## src/inc/chg_pkg.sv

```systemverilog
// Purpose: Shared constants and types for the charge sequence state machine
// Assumes: 20 MHz system clock; timer periods given in seconds
// Notes:   Timer lengths default to typical figures with the nominal timer setting
package chg_pkg;

   // System clock rate
   localparam int unsigned CLK_HZ          = 20_000_000;

   // Typical phase durations, in seconds
   localparam int unsigned PREQUAL_TIME_S  = 450;
   localparam int unsigned FAST_TIME_S     = 5400;
   localparam int unsigned FULL_TIME_S     = 5400;
   localparam int unsigned TOPOFF_TIME_S   = 2700;

   // Timers advance on a one-second tick
   localparam int unsigned TICK_TIME_S     = 1;
   localparam int unsigned TICK_CYCLES     = CLK_HZ * TICK_TIME_S;
   localparam int unsigned TICK_CNT_W      = 25;
   localparam int unsigned TIMER_W         = 16;

   // Counter reset value
   localparam logic [TIMER_W-1:0] TIMER_RST = 16'h0000;

   // Charge current commands
   typedef enum logic [1:0] {
      CHG_I_OFF     = 2'h0,
      CHG_I_TWENTY  = 2'h1,
      CHG_I_CC      = 2'h2,
      CHG_I_CV      = 2'h3
   } chg_cmd_t;

   // Sequence states, one-hot
   typedef enum logic [7:0] {
      ST_RESET   = 8'h01,
      ST_PREQUAL = 8'h02,
      ST_FAST    = 8'h04,
      ST_FULL    = 8'h08,
      ST_TOPOFF  = 8'h10,
      ST_DONE    = 8'h20,
      ST_FAULT   = 8'h40
   } chg_state_t;

   // Comparator results from the analog side
   typedef struct packed {
      logic supply_ok;
      logic battery_sense_above_uv;
      logic battery_sense_at_reg;
      logic battery_sense_above_ov;
      logic battery_sense_below_rechg;
      logic current_below_tenth;
      logic temp_in_range;
   } chg_sense_t;

   // Status indicators, all active low
   typedef struct packed {
      logic const_current_indicator_n;
      logic const_voltage_indicator_n;
      logic fault_indicator_n;
   } chg_status_t;

endpackage

```

## src/logic/chg_seq.sv

```systemverilog
// Purpose: Charge sequence state machine with phase timers and indicators
// Assumes: Sense inputs are asynchronous comparator levels; synchronised here
// Notes:   Open-drain indicators are modelled as levels, low meaning pulled down
`timescale 1ns/100ps

module chg_seq
   import chg_pkg::*;
#(
   parameter int unsigned TICK_CYCLES_P = TICK_CYCLES,
   parameter int unsigned PREQUAL_TICKS = PREQUAL_TIME_S / TICK_TIME_S,
   parameter int unsigned FAST_TICKS    = FAST_TIME_S / TICK_TIME_S,
   parameter int unsigned FULL_TICKS    = FULL_TIME_S / TICK_TIME_S,
   parameter int unsigned TOPOFF_TICKS  = TOPOFF_TIME_S / TICK_TIME_S
) (
   input  wire logic        clk,
   input  wire logic        rst,
   input  wire logic        charge_disable_n,
   input  wire chg_sense_t  sense,
   output logic             charge_enable,
   output chg_cmd_t         charge_cmd,
   output chg_status_t      status,
   output chg_state_t       state
);

   // Synchroniser stages for the asynchronous inputs
   logic [7:0]              sync1_ff;
   logic [7:0]              sync2_ff;
   chg_sense_t              sn;
   logic                    enable_s;
   logic                    enable_prev_ff;

   chg_state_t              state_ff;
   chg_state_t              nxt_state;
   logic [TICK_CNT_W-1:0]   tick_cnt_ff;
   logic                    tick;
   logic [TIMER_W-1:0]      phase_timer_a_ff;
   logic [TIMER_W-1:0]      phase_timer_b_ff;
   logic [TIMER_W-1:0]      nxt_timer_a;
   logic [TIMER_W-1:0]      nxt_timer_b;
   logic                    timer_a_done;
   logic                    timer_b_done;
   logic                    temp_ok;
   logic                    release_edge;
   logic                    force_reset;
   logic                    charging_phase;
   logic [TIMER_W-1:0]      timer_a_limit;
   chg_cmd_t                nxt_cmd;
   chg_status_t             nxt_status;

   // Two-flop synchronisers; only the second stage is read
   always_ff @(posedge clk) begin
      if (rst) begin
         sync1_ff <= 8'h00;
         sync2_ff <= 8'h00;
      end else begin
         sync1_ff <= {charge_disable_n, sense};
         sync2_ff <= sync1_ff;
      end
   end

   assign enable_s = sync2_ff[7];
   assign sn       = chg_sense_t'(sync2_ff[6:0]);
   assign temp_ok  = sn.temp_in_range;

   // Detect release of the disable input
   always_ff @(posedge clk) begin
      if (rst) begin
         enable_prev_ff <= 1'b0;
      end else begin
         enable_prev_ff <= enable_s;
      end
   end

   assign release_edge = enable_s & ~enable_prev_ff;
   // Disable held low by the controller keeps the machine in reset
   assign force_reset  = ~enable_s | release_edge | sn.battery_sense_above_ov;

   // One-second tick divider
   always_ff @(posedge clk) begin
      if (rst || tick) begin
         tick_cnt_ff <= '0;
      end else begin
         tick_cnt_ff <= tick_cnt_ff + 1'b1;
      end
   end

   assign tick = (tick_cnt_ff == TICK_CNT_W'(TICK_CYCLES_P - 1));

   // Limit of the first timer depends on the phase it is timing
   always_comb begin
      unique case (state_ff)
         ST_PREQUAL: timer_a_limit = TIMER_W'(PREQUAL_TICKS);
         ST_FULL:    timer_a_limit = TIMER_W'(FULL_TICKS);
         ST_TOPOFF:  timer_a_limit = TIMER_W'(TOPOFF_TICKS);
         default:    timer_a_limit = TIMER_W'(PREQUAL_TICKS);
      endcase
   end

   assign timer_a_done = (phase_timer_a_ff >= timer_a_limit);
   assign timer_b_done = (phase_timer_b_ff >= TIMER_W'(FAST_TICKS));

   assign charging_phase = (state_ff == ST_FAST) | (state_ff == ST_FULL)
                         | (state_ff == ST_TOPOFF);

   // Next state
   always_comb begin
      nxt_state = state_ff;
      if (force_reset) begin
         nxt_state = ST_RESET;
      end else begin
         unique case (state_ff)
            ST_RESET: begin
               if (sn.supply_ok) begin
                  nxt_state = ST_PREQUAL;
               end
            end
            ST_PREQUAL: begin
               if (sn.battery_sense_above_uv && temp_ok) begin
                  nxt_state = ST_FAST;
               end else if (timer_a_done && !sn.battery_sense_above_uv) begin
                  nxt_state = ST_FAULT;
               end
            end
            ST_FAST: begin
               if (!sn.battery_sense_above_uv) begin
                  nxt_state = ST_PREQUAL;
               end else if (sn.battery_sense_at_reg) begin
                  nxt_state = ST_FULL;
               end else if (timer_b_done) begin
                  nxt_state = ST_FAULT;
               end
            end
            ST_FULL: begin
               if (!sn.battery_sense_above_uv) begin
                  nxt_state = ST_PREQUAL;
               end else if (sn.current_below_tenth || timer_a_done) begin
                  nxt_state = ST_TOPOFF;
               end
            end
            ST_TOPOFF: begin
               if (!sn.battery_sense_above_uv) begin
                  nxt_state = ST_PREQUAL;
               end else if (timer_a_done) begin
                  nxt_state = ST_DONE;
               end
            end
            ST_DONE: begin
               if (sn.battery_sense_below_rechg) begin
                  nxt_state = ST_RESET;
               end
            end
            ST_FAULT: begin
               nxt_state = ST_FAULT;
            end
            default: begin
               nxt_state = ST_RESET;
            end
         endcase
      end
   end

   // Timer updates; a phase change clears the first timer, temperature freezes both
   always_comb begin
      nxt_timer_a = phase_timer_a_ff;
      nxt_timer_b = phase_timer_b_ff;
      if (nxt_state == ST_RESET || state_ff == ST_RESET) begin
         nxt_timer_a = TIMER_RST;
         nxt_timer_b = TIMER_RST;
      end else if (nxt_state != state_ff) begin
         nxt_timer_a = TIMER_RST;
      end else if (tick && temp_ok) begin
         if (state_ff == ST_FAST) begin
            if (!timer_b_done) begin
               nxt_timer_b = phase_timer_b_ff + 1'b1;
            end
         end else if (state_ff == ST_PREQUAL || state_ff == ST_FULL
                      || state_ff == ST_TOPOFF) begin
            if (!timer_a_done) begin
               nxt_timer_a = phase_timer_a_ff + 1'b1;
            end
         end
      end
   end

   // Charge command and indicators from the next state
   always_comb begin
      nxt_cmd    = CHG_I_OFF;
      nxt_status = '{1'b1, 1'b1, 1'b1};
      unique case (nxt_state)
         ST_PREQUAL: begin
            nxt_cmd = temp_ok ? CHG_I_TWENTY : CHG_I_OFF;
            nxt_status.const_current_indicator_n = 1'b0;
         end
         ST_FAST: begin
            nxt_cmd = temp_ok ? CHG_I_CC : CHG_I_OFF;
            nxt_status.const_current_indicator_n = 1'b0;
         end
         ST_FULL: begin
            nxt_cmd = temp_ok ? CHG_I_CV : CHG_I_OFF;
            nxt_status.const_voltage_indicator_n = 1'b0;
         end
         ST_TOPOFF: begin
            nxt_cmd = temp_ok ? CHG_I_CV : CHG_I_OFF;
         end
         ST_FAULT: begin
            nxt_status.fault_indicator_n = 1'b0;
         end
         default: begin
            nxt_cmd = CHG_I_OFF;
         end
      endcase
   end

   // State, timers and registered outputs
   always_ff @(posedge clk) begin
      if (rst) begin
         state_ff         <= ST_RESET;
         phase_timer_a_ff <= TIMER_RST;
         phase_timer_b_ff <= TIMER_RST;
         charge_cmd       <= CHG_I_OFF;
         charge_enable    <= 1'b0;
         status           <= '{1'b1, 1'b1, 1'b1};
         state            <= ST_RESET;
      end else begin
         state_ff         <= nxt_state;
         phase_timer_a_ff <= nxt_timer_a;
         phase_timer_b_ff <= nxt_timer_b;
         charge_cmd       <= nxt_cmd;
         charge_enable    <= (nxt_cmd != CHG_I_OFF);
         status           <= nxt_status;
         state            <= nxt_state;
      end
   end

   // Temperature pause is visible as charge_enable low in a charging phase
   logic unused_ok;
   assign unused_ok = charging_phase;

endmodule

```

## config.mk

```make
export PLATFORM = sky130hd
export DESIGN_NAME = chg_seq
export DESIGN_NICKNAME = d
export VERILOG_FILES = /design/src/inc/chg_pkg.sv /design/src/logic/chg_seq.sv
export SDC_FILE = /design/constraint.sdc
export NUM_CORES = 1
export LEC_CHECK = 0
export ABC_CLOCK_PERIOD_IN_PS = 5800
export BUFFER_PORTS_ARGS = -buffer_cell sky130_fd_sc_hd__buf_2
export CORE_ASPECT_RATIO = 2
export CORE_MARGIN = 4
export CORE_UTILIZATION = 60
export DETAILED_ROUTE_END_ITERATION = 8
export GPL_ROUTABILITY_DRIVEN = 0
export HOLD_SLACK_MARGIN = 0.12
export PLACE_DENSITY = 0.85
export SLEW_MARGIN = 40
export SYNTH_ARGS = -nofsm -noshare
export SYNTH_HDL_FRONTEND = slang
export SYNTH_SLANG_ARGS = --single-unit
```

## constraint.sdc

```tcl
create_clock -name clk -period 5.8 [get_ports clk]
set_clock_uncertainty 0.1 [all_clocks]
set_input_delay 0.29 -clock clk [delete_from_list [all_inputs] [get_ports clk]]
set_output_delay 0.29 -clock clk [all_outputs]
set_load 0.01 [all_outputs]
```

Word level (Yosys, flattened, before mapping)
Index checks and enable logic that the tools add are counted.
- add/subtract/negate cells: 3
- $lt $le $gt $ge: 2
- equal/unequal tests: 15
- multiplexer cells: 21
- bitwise gates (word level): 9
- reductions and logical operators: 16
- operators with widths (kind ; number):
    8-bit two-way mux ; 12
    8-bit one-hot mux with 7 select lines ; 1
    16-bit by 1-bit adder with 16-bit output, second input constant ; 2
    13-bit one-hot mux with 2 select lines ; 1
    25-bit by 1-bit adder with 25-bit output, second input constant ; 1
    25-bit equality test, second input constant ; 1
    8-bit by 1-bit equality test with 1-bit output, second input constant ; 2
    8-bit by 2-bit equality test with 1-bit output, second input constant ; 2
    8-bit by 3-bit equality test with 1-bit output, second input constant ; 2
    8-bit by 4-bit equality test with 1-bit output, second input constant ; 2
    8-bit by 5-bit equality test with 1-bit output, second input constant ; 2
    8-bit by 7-bit equality test with 1-bit output, second input constant ; 2
    16-bit by 13-bit >= comparator with 1-bit output, second input constant ; 1
    16-bit >= comparator ; 1
    8-bit by 6-bit equality test with 1-bit output, second input constant ; 1
    8-bit != test ; 1
    4-bit AND reduction ; 2
    1-bit NOT ; 6
    2-bit one-hot mux with 3 select lines ; 1
    2-bit OR reduction ; 3
    1-bit logical OR ; 5
    1-bit two-way mux ; 4
    2-bit two-way mux ; 2
    1-bit logical AND ; 3
    5 further kinds ; 6
- register bits: 88
- input port bits: 10
- output and inout port bits: 14
- logic and storage cells: 78

Depth between registers and ports, before layout
Gate-level depths: netlist of the first run.
- depth in word-level cells: 12
- gate-level depth with buffers: 17
- mapped depth without buffers: 15

Least setup slack after synthesis of the first run
Ideal clock, no wire load.
- path kind: register -> register
- start point: reg state_ff[5]
- end point: reg phase_timer_a_ff[4]
- arrival time: 3400 ps
- required time: 5579 ps
- path slack: 2180 ps
- cell stages (with the launch flop): 17
- buffers on the path: 2
- period minus slack after synthesis: 3620 ps
- path through: dfxtp_1 > buf_2 > nor4_4 > nand2_1 > nor3_2 > inv_1 > nand2_1 > inv_1 > ha_1 > a41oi_1 > a211oi_1 > or4_1 > and3_4 > a221oi_4 > xnor2_2 > buf_6 > nor3_2
- longest elaborated chain between the ends: 11
- ends and longest elaborated chain (element ; RTL line ; RTL):
    start: declaration ; chg_seq.sv:32 ; chg_state_t state_ff;
    start signal: assignment ; chg_seq.sv:225 ; state_ff <= nxt_state;
    8-bit by 5-bit equality test with 1-bit output or 8-bit by 4-bit equality test with 1-bit output (tied branches) ; n/a ;
    13-bit one-hot mux with 2 select lines ; chg_seq.sv:91 ; unique case (state_ff)
    16-bit >= comparator ; chg_seq.sv:99 ; assign timer_a_done = (phase_timer_a_ff >= timer_a_limit);
    1-bit logical OR or 1-bit logical AND (tied branches) ; chg_seq.sv:136, chg_seq.sv:120 ;
    8-bit two-way mux (on tied branches) ; chg_seq.sv:136, chg_seq.sv:120 ;
    8-bit two-way mux (on tied branches) ; chg_seq.sv:134, chg_seq.sv:118 ;
    8-bit one-hot mux with 7 select lines ; chg_seq.sv:111 ; unique case (state_ff)
    8-bit two-way mux ; chg_seq.sv:108 ; if (force_reset) begin
    8-bit by 1-bit equality test with 1-bit output ; chg_seq.sv:166 ; if (nxt_state == ST_RESET || state_ff == ST_RESET) begin
    1-bit logical OR ; chg_seq.sv:166 ;
    3-bit OR reduction (no source line) ; n/a ;
    end signal: assignment ; chg_seq.sv:226 ; phase_timer_a_ff <= nxt_timer_a;
    end: declaration ; chg_seq.sv:36 ; logic [TIMER_W-1:0] phase_timer_a_ff;
Parallel ways exist; a longest one is shown, timed or not.
A chain may end at the register's enable or synchronous reset.

Worst setup path in the final report of the first run
- start point: reg state_ff[5]
- end point: reg phase_timer_a_ff[2]
The elaborated chain is that of the path after synthesis.

==> impl_metrics.py, run 1 <==
metrics = {
    "status": {
        "status": "finished, final reports clean",
    },
    "yosys": {
        "synth_common_cells": "dfxtp_1 (88), nor2_1 (62), xor2_1 (31), nand2_1 (28), nand3_1 (23)",
        "synthDistinctLibCells": 64,
        "synth-seq-area-share_pct": 41.9,
        "synthesis.area_sq_um": 4200,
        "synthTopCellsByArea": "dfxtp_1 (42%), xor2_1 (6.5%), nor2_1 (5.5%)",
        "yosys.area.top_type": "dfxtp_1",
        "netlist.area_leader.share_pct": 41.9,
        "synth_edf_count": 0,
        "synth_most_common_cell": "dfxtp_1",
        "async_flop_share_pct": 0,
        "synthFlopType": "dfxtp_1",
        "ys_ff_latch": 88,
        "synth_area_per_cell_sq_um": 9.12,
        "syn_inst": 461,
        "yosysWarnings": 0,
        "synth_nets": 486,
    },
    "global_routing": {
        "grt_pass1_wl_mm": 15.7,
        "grt_use_total_pct": 23.9,
        "antenna_found_initial": 0,
        "grt_pass1_vias": 3414,
        "grt_max_degree": 27,
        "overflow": 0,
    },
    "clock_tree": {
        "path_clk_slew_ns": 0.07,
        "holdBufCountCts": 8,
        "cts_root_buffer": "clkbuf_16",
        "cts_buffer_depth": 2,
        "cts_buffers": 9,
        "insertion_delay_ns": 0.34,
        "cts_setup_buffers": 0,
        "htreeDepth": 3,
        "cts.repair.resized": 0,
        "cts_tree": "built",
        "clock-sinks": 88,
    },
    "detailed_routing": {
        "routed_wirelength_mm": 9.08,
        "firstDrtPassIters": 5,
        "wl_per_cell_um": 15.7,
        "vias": 3349,
        "drc": 0,
        "drt_iter0_drc": 204,
        "ant_nets": 0,
        "via_per_inst": 5.77,
    },
    "power": {
        "swShare_pct": 21.0,
        "ir_drop_mv": 0.221,
        "internal-power_w": 0.000972,
        "p_leak_nw": 1.74,
        "power_density_nw_per_um2": 259,
        "clock_power_share_pct": 47.7,
        "power_switching_w": 0.000258,
        "pwr-share-comb_pct": 2.1,
        "seqPwrFrac_pct": 50.2,
    },
    "sta": {
        "slew-limit-headroom_pct": 51.6,
        "fin_crit_ns": 4.39,
        "period_share_pct": 75.6,
        "setup_viol": 0,
        "rsz0062_at_grt": "no",
        "tns_ns": 0,
        "hold_violations": 0,
        "fmax_mhz": 228,
        "worst_pin_slew_ns": 0.721,
        "maxSlewViolCount": 0,
    },
    "min_path": {
        "holdPathEnd": "sync2_ff[7]",
        "hold_depth": 2,
        "min_path_type": "primary input to flop",
        "worstHoldStart": "rst",
    },
    "setup_path": {
        "crit_required_ns": 5.96,
        "end_kind": "flop",
        "cp.arrival_ns": 4.54,
        "critPathMaxFanout": 16,
        "start_kind": "flop",
        "worst-setup-path-type": "flop to flop",
        "rrSetupSlack_ns": 1.41,
        "rr_startpoint": "state_ff[5]",
        "r2r-end": "phase_timer_a_ff[2]",
        "reg2regPathDepth": 13,
    },
    "floorplan": {
        "die_x_um": 67.2,
        "rows": 42,
        "start_util_pct": 62.5,
        "die_area_sq_um": 8490,
        "fp.dieH_um": 126,
        "io_pins": 24,
        "fp.coreArea_sq_um": 6730,
    },
    "final_layout": {
        "antenna_cells": 0,
        "final_nets": 513,
        "stdcell_count": 580,
        "area_growth_pct": 12.9,
        "layout-drive-gt1-share_pct": 14.0,
    },
    "placed_design": {
        "io_buffer_count": 23,
        "placed_cells": 557,
        "hpwl_mm": 6.45,
    },
    "job": {
        "cap_violations": 0,
    },
}
state kept, by name, indices dropped and copies added, names as in the netlist:
signal / count
tick_cnt_ff: 25
phase_timer_a_ff: 16
phase_timer_b_ff: 16
state_ff: 8
sync1_ff: 8
sync2_ff: 8
status: 3
charge_cmd: 2
charge_enable: 1
enable_prev_ff: 1
how the worst max path moves through the flow:
stage	from	end	slack [ns]	cells past startpoint
after detailed placement	state_ff[5]	phase_timer_a_ff[2]	1.50	13
after global routing	state_ff[5]	phase_timer_a_ff[0]	0.98	14
final	state_ff[5]	phase_timer_a_ff[2]	1.41	13
after CTS	state_ff[5]	phase_timer_a_ff[1]	1.41	13
after floorplan	state_ff[5]	phase_timer_a_ff[4]	2.18	16
after global placement	state_ff[5]	phase_timer_a_ff[14]	1.59	13
cell type report:
type                            count  area (sq um)
Clock buffer                       10           239
Clock inverter                      5          65.1
Fill cell                         533          1980
Inverter                           22          82.6
Multi-Input combinational cell    336          2290
Sequential cell                    88          1760
Tap cell                           88           110
Timing Repair Buffer               31           195
power groups by stage:
stage	clock [W]	sequential, W	combinational, W
floorplan	0	0.000629	0.0000149
global placement	0	0.000630	0.0000201
detailed placement	0	0.000630	0.0000204
CTS	0.000594	0.000617	0.0000249
global route	0.000616	0.000618	0.0000287
finish	0.000587	0.000617	0.0000252
placed cells by master, fill, tap and decap left out, types with 3 or more instances in the layout:
cell type / netlist / final
mux2i_1: 3 / 3
and3_1: 11 / 11
nor3_1: 8 / 8
and2_1: 7 / 7
nand3_1: 23 / 23
clkbuf_16: 0 / 9
or2_2: 6 / 6
a21o_1: 5 / 5
dfxtp_1: 88 / 88
nand2b_1: 3 / 3
nor3b_2: 2 / 3
nor4b_1: 5 / 5
buf_2: 3 / 23
xor2_1: 31 / 31
nand4_1: 14 / 14
or3_1: 4 / 4
ha_1: 15 / 15
nor3_2: 11 / 11
nand2_1: 28 / 28
a21oi_1: 11 / 11
nor2_1: 62 / 62
nor2b_1: 20 / 20
a41oi_1: 3 / 3
o21ai_0: 5 / 5
dlygate4sd3_1: 0 / 8
inv_1: 22 / 22
xnor2_1: 17 / 17
cell families after synthesis:
group	share of synthesized area, %
AO/OA/AOI/OAI	8.33
XOR/XNOR	10.4
adder cells (fa/ha/maj)	4.46
buffers and inverters	3.93
flip-flops	41.9
multiplexers	0.714
other	0.0892
AND/OR/NAND/NOR	30.2
layer usage:
layer	track usage, %	part of all wire [%]
met1	24.3	37
met2	42.1	54
met3	4.87	4.2
met4	16.0	4.8
met5	0	0
critical path, stage by stage, from the launching register on:
cell	delay, ns
dfxtp_1	0.43
nor4_4	0.46
nand2_1	0.13
nor3_2	0.21
inv_1	0.17
ha_1	0.36
nand3_1	0.09
or3_1	0.44
a2111oi_0	0.40
a2111oi_1	0.16
a211oi_1	0.32
a211o_1	0.21
nand4_2	0.48
nor3_1	0.33
through the flow:
step / hold slack, ns / setup slack, ns / util [%] / cell area (sq um) / total power [W]
2_1_floorplan: 0.262 / 2.18 / - / 4200 / 0.000644
3_3_place_gp: 0.311 / 1.59 / 64.6 / 4350 / 0.000650
3_5_place_dp: 0.318 / 1.50 / 64.9 / 4360 / 0.000651
4_1_cts: 0.275 / 1.41 / 70.6 / 4750 / 0.00124
5_1_grt: 0.315 / 0.978 / 70.6 / 4750 / 0.00126
6_report: 0.284 / 1.41 / 70.6 / 4750 / 0.00123
(Power assumes the default switching activity.)
==> run 2: changes to the inputs <==
--- a/config.mk
+++ b/config.mk
@@ -5,15 +5,15 @@
 export SDC_FILE = /design/constraint.sdc
 export NUM_CORES = 1
 export LEC_CHECK = 0
-export ABC_CLOCK_PERIOD_IN_PS = 5800
+export ABC_CLOCK_PERIOD_IN_PS = 4000
 export BUFFER_PORTS_ARGS = -buffer_cell sky130_fd_sc_hd__buf_2
 export CORE_ASPECT_RATIO = 2
 export CORE_MARGIN = 4
-export CORE_UTILIZATION = 60
+export CORE_UTILIZATION = 55
 export DETAILED_ROUTE_END_ITERATION = 8
 export GPL_ROUTABILITY_DRIVEN = 0
 export HOLD_SLACK_MARGIN = 0.12
-export PLACE_DENSITY = 0.85
+export PLACE_DENSITY = 0.82
 export SLEW_MARGIN = 40
 export SYNTH_ARGS = -nofsm -noshare
 export SYNTH_HDL_FRONTEND = slang
==> constraint.sdc (replaced) <==
create_clock -name clk -period 4 [get_ports clk]
set_clock_uncertainty 0.1 [all_clocks]
set_input_delay 0.2 -clock clk [delete_from_list [all_inputs] [get_ports clk]]
set_output_delay 0.2 -clock clk [all_outputs]
set_load 0.01 [all_outputs]
==> run 2 against run 1 <==
  * Power up 45%
  * Die area rose by 8.2%
  * Sequential cell count unchanged
  * Critical path depth increased by 1
  * Largest power group unchanged
==> impl_metrics.py, run 2 (same netlist as run 1, synthesis figures left out) <==
metrics = {
    "status": {
        "status": "finished, final reports clean",
    },
    "detailed_routing": {
        "drt_iter0_drc": 169,
        "drc": 0,
        "wl_per_cell_um": 15.4,
        "via_per_inst": 5.67,
        "ant_nets": 0,
        "vias": 3392,
        "routed_wirelength_mm": 9.22,
        "firstDrtPassIters": 4,
    },
    "clock_tree": {
        "insertion_delay_ns": 0.34,
        "clock-sinks": 88,
        "cts_tree": "built",
        "htreeDepth": 3,
        "cts_root_buffer": "clkbuf_16",
        "cts_buffers": 9,
        "path_clk_slew_ns": 0.06,
        "cts_buffer_depth": 2,
    },
    "sta": {
        "worst_pin_slew_ns": 0.740,
        "setup_viol": 0,
        "fmax_mhz": 265,
        "fin_crit_ns": 3.77,
        "hold_violations": 0,
        "tns_ns": 0,
        "maxSlewViolCount": 0,
        "period_share_pct": 94.4,
        "slew-limit-headroom_pct": 50.3,
    },
    "power": {
        "p_total_w": 0.00178,
        "ir_drop_mv": 0.395,
        "power_density_nw_per_um2": 363,
        "p_leak_nw": 1.82,
    },
    "setup_path": {
        "start_kind": "flop",
        "end_kind": "flop",
        "critPathMaxFanout": 8,
        "crit_required_ns": 4.16,
        "worst-setup-path-type": "flop to flop",
        "cp.arrival_ns": 3.93,
    },
    "global_routing": {
        "antenna_found_initial": 0,
        "grt_max_degree": 27,
        "grt_use_total_pct": 20.7,
        "grt_pass1_vias": 3405,
        "grt_pass1_wl_mm": 15.5,
        "overflow": 0,
    },
    "floorplan": {
        "start_util_pct": 57.0,
        "fp.dieH_um": 132,
        "die_x_um": 69.8,
        "io_pins": 24,
        "fp.coreArea_sq_um": 7380,
        "die_area_sq_um": 9190,
        "rows": 44,
    },
    "final_layout": {
        "final_nets": 526,
        "area_growth_pct": 16.7,
        "largest_register_ffs": 25,
        "stdcell_count": 598,
        "top_register": "tick_cnt_ff",
        "antenna_cells": 0,
        "largest_registers": "tick_cnt_ff: 25 flops, phase_timer_a_ff: 16 flops, phase_timer_b_ff: 16 flops",
        "layout_common_cells": "dfxtp_1 (87), nor2_1 (62), xor2_1 (31)",
        "layout-drive-gt1-share_pct": 16.8,
        "ff_latch_area_sq_um": 1760,
        "nFillCells": 569,
        "multi_input_area_sq_um": 2330,
        "final_common_cell": "dfxtp_1",
    },
    "placed_design": {
        "placed_cells": 572,
        "hpwl_mm": 6.65,
        "io_buffer_count": 23,
    },
    "min_path": {
        "min_path_type": "primary input to flop",
    },
    "job": {
        "cap_violations": 0,
    },
}
-- run 2: changes by cell type in the layout (fill, tap and decap cells not counted), sizes merged --
cell / previous run / this run
buf: 23 / 35
clkinv: 2 / 1
clkinvlp: 0 / 3
xnor2: 18 / 19
inv: 24 / 23
-- run 2: metrics by stage --
step	instance area, sq um	worst slack [ns]	hold WS [ns]	util, %
after floorplan	4200	0.380	0.172	-
after global placement	4450	0.126	0.312	60.3
after detailed placement	4460	0.100	0.319	60.4
after CTS	4840	0.0418	0.186	65.7
after global routing	4910	-0.0169	0.225	66.5
final	4910	0.226	0.197	66.5
-- run 2: worst max-delay path: stages, from the launching register on --
cell	delay (ns)
dfxtp_1	0.39
nor4_2	0.37
and2_1	0.22
inv_1	0.09
buf_4	0.16
ha_1	0.30
nor2b_1	0.14
o21ai_0	0.24
a211oi_1	0.15
or4_1	0.50
and3_4	0.20
a221oi_4	0.30
buf_12	0.17
xnor2_4	0.13
nor3_1	0.22
-- run 2: final timing paths --
kind	startpoint	endpoint	slack [ns]	cells after the start
hold / removal	rst	state_ff[1]	0.20	2
hold reg to reg	phase_timer_b_ff[14]	phase_timer_b_ff[14]	0.33	2
setup / recovery	state_ff[0]	phase_timer_a_ff[2]	0.23	14
setup reg to reg	state_ff[0]	phase_timer_a_ff[2]	0.23	14
-- run 2: area by class of cell --
cell class / instances / area share [%]
Tap cell: 92 / 2.35
Multi-Input combinational cell: 337 / 47.5
Clock buffer: 10 / 4.87
Timing Repair Buffer: 43 / 6.32
Inverter: 22 / 1.68
Clock inverter: 6 / 1.35
Sequential cell: 88 / 35.9
-- run 2: where the power goes --
part / switching, W / internal (W) / total, W / leakage [nW]
clock: 0.000347 / 0.000501 / 0.000848 / 0.141
combinational: 0.0000183 / 0.0000187 / 0.0000369 / 0.960
sequential: 0.00000803 / 0.000887 / 0.000895 / 0.714
-- run 2: metal layers --
metal,vias up,share of wire [%],GRT usage [%]
met5,-,0,0
li1,1670,-,-
met3,31,3.0,3.29
met4,0,4.5,14.2
met1,1604,37,21.5
met2,87,55,36.8
-- run 2: timing repair --
action                                  4_1_cts  5_1_grt
hold buffers                                  8        0
setup buffers                                 0        1
resized for setup                             0        5
endpoints found under the setup margin        0       20
hold endpoints to repair                      8        0
==> run 3: changes to the inputs <==
--- a/config.mk
+++ b/config.mk
@@ -7,6 +7,7 @@
 export LEC_CHECK = 0
 export ABC_CLOCK_PERIOD_IN_PS = 4000
 export BUFFER_PORTS_ARGS = -buffer_cell sky130_fd_sc_hd__buf_2
+export CAP_MARGIN = 25
 export CORE_ASPECT_RATIO = 2
 export CORE_MARGIN = 4
 export CORE_UTILIZATION = 55
==> constraint.sdc (replaced) <==
create_clock -name clk -period 4 [get_ports clk]
set_clock_uncertainty 0.1 [all_clocks]
set_input_delay 0 -clock clk [delete_from_list [all_inputs] [get_ports clk]]
set_output_delay 0 -clock clk [all_outputs]
set_load 0.01 [all_outputs]
==> run 3 against run 2 <==
  * Count of clock-buffer cells in the layout is the same
  * Critical endpoint unchanged
  * Sequential share of layout area shrank 0.65 points
  * Wire length grew 2.7%
  * Global-route usage grew 0.71 points
  * Die area is the same
  * Setup slack lost 0.023 ns
  * Sequential cell count is the same
  * Design area grew 1.8%
  * Sequential power is essentially flat
  * First-iteration DRC count grew 8.3%
  * Highest routed layer unchanged
==> impl_metrics.py, run 3 (same netlist as run 1, synthesis figures left out) <==
metrics = {
    "setup_path": {
        "path_delay_family": "simple AND/OR/NAND/NOR gates",
        "end_kind": "flop",
        "worst-setup-path-type": "flop to flop",
        "crit_buf_inv": 3,
        "critical_path.slowest_cell": "or4_1",
        "crit_chain": "nor4b_1, and2_1, inv_1, buf_4, ha_1, nor2b_1, o21ai_0, a211oi_1, or4_1, and3_4, a221oi_4, buf_12, xnor2_4, nor3_1",
        "crit_path_max_incr_delay_ns": 0.50,
        "critPathMaxFanout": 8,
        "cp.arrival_ns": 3.96,
        "crit_required_ns": 4.16,
        "start_kind": "flop",
    },
    "final_layout": {
        "antenna_cells": 0,
        "largest_registers": "tick_cnt_ff: 25 flops, phase_timer_a_ff: 16 flops, phase_timer_b_ff: 16 flops",
        "stdcell_count": 607,
        "utilization_pct": 67.7,
        "final_common_cell": "dfxtp_1",
        "area_growth_pct": 18.9,
        "layout_common_cells": "dfxtp_1 (87), nor2_1 (62), xor2_1 (31)",
        "largest_register_ffs": 25,
        "final_nets": 535,
        "layout-drive-gt1-share_pct": 16.5,
        "top_register": "tick_cnt_ff",
    },
    "clock_tree": {
        "cts_buffer_depth": 2,
        "cts_tree": "built",
        "clock-sinks": 88,
        "insertion_delay_ns": 0.34,
        "htreeDepth": 3,
        "path_clk_slew_ns": 0.06,
        "cts_buffers": 9,
        "cts_root_buffer": "clkbuf_16",
    },
    "sta": {
        "setup_viol": 0,
        "fin_crit_ns": 3.80,
        "worst_pin_slew_ns": 0.739,
        "hold_violations": 0,
        "slew-limit-headroom_pct": 50.4,
        "fmax_mhz": 263,
        "period_share_pct": 94.9,
        "tns_ns": 0,
        "whs_ns": 0.331,
        "maxSlewViolCount": 0,
    },
    "global_routing": {
        "grt_pass1_vias": 3468,
        "grt_pass1_wl_mm": 15.9,
        "overflow": 0,
        "antenna_found_initial": 0,
        "grt_use_total_pct": 21.4,
        "grt_max_degree": 27,
    },
    "placed_design": {
        "placed_cells": 572,
        "hpwl_mm": 6.65,
        "io_buffer_count": 23,
    },
    "detailed_routing": {
        "vias": 3425,
        "wl_per_cell_um": 15.6,
        "drc": 0,
        "drt_iter0_drc": 183,
        "via_per_inst": 5.64,
        "routed_wirelength_mm": 9.47,
        "ant_nets": 0,
        "firstDrtPassIters": 4,
    },
    "power": {
        "ir_drop_mv": 0.372,
        "power_density_nw_per_um2": 358,
        "p_total_w": 0.00179,
        "p_leak_nw": 1.86,
    },
    "floorplan": {
        "fp.coreArea_sq_um": 7380,
        "start_util_pct": 57.0,
        "fp.dieH_um": 132,
        "rows": 44,
        "io_pins": 24,
        "die_area_sq_um": 9190,
        "die_x_um": 69.8,
    },
    "job": {
        "cap_violations": 0,
    },
    "min_path": {
        "min_path_type": "flop to flop",
    },
    "status": {
        "status": "finished, final reports clean",
    },
}
-- run 3: layer usage --
metal | vias to the layer above | share of wire [%] | GRT usage (%)
met4 | 0 | 4.5 | 13.9
met3 | 31 | 2.4 | 3.21
li1 | 1694 | - | -
met5 | - | 0 | 0
met1 | 1632 | 38 | 22.6
met2 | 68 | 55 | 38.3
-- run 3: path summary, 6_finish.rpt --
path                         from                    to  slack (ns)  depth (start not counted)
max reg2reg           state_ff[6]   phase_timer_a_ff[2]        0.20                         14
min reg2reg  phase_timer_b_ff[14]  phase_timer_b_ff[14]        0.33                          2
max                   state_ff[6]   phase_timer_a_ff[2]        0.20                         14
min          phase_timer_b_ff[14]  phase_timer_b_ff[14]        0.33                          2
-- run 3: layout make-up --
class                   instances  area (sq um)
well taps                      92           115
fillers                       554          2380
clock buffers                  10           239
clock inverters                 6          66.3
flip-flops and latches         88          1760
inverters                      22          82.6
repair buffers                 52           400
multi-input cells             337          2330
-- run 3: timing repair --
item	in CTS	in global routing
hold buffers	17	0
resized for setup	0	5
buffers inserted	0	1
hold endpoints to repair	23	0
endpoints found under the setup margin	0	20
-- run 3: worst min-delay path, cell delays in order, from the launching register on --
cell	delay, ns
dfxtp_1	0.31
inv_1	0.05
nor2_1	0.04
-- run 3: report_power, final --
| part | leakage, nW | switching [W] | total, W | internal, W |
|---|---|---|---|---|
| registers | 0.714 | 0.00000829 | 0.000895 | 0.000887 |
| clock network | 0.141 | 0.000346 | 0.000848 | 0.000501 |
| logic | 1.01 | 0.0000202 | 0.0000446 | 0.0000244 |
| total | 1.86 | 0.000375 | 0.00179 | 0.00141 |
-- run 3: metrics by stage --
step | cell area, sq um | setup slack [ns]
5_1_grt | 5000 | -0.0169
6_report | 5000 | 0.202
4_1_cts | 4930 | 0.0418
3_5_place_dp | 4460 | 0.100
3_3_place_gp | 4450 | 0.126
2_1_floorplan | 4200 | 0.380
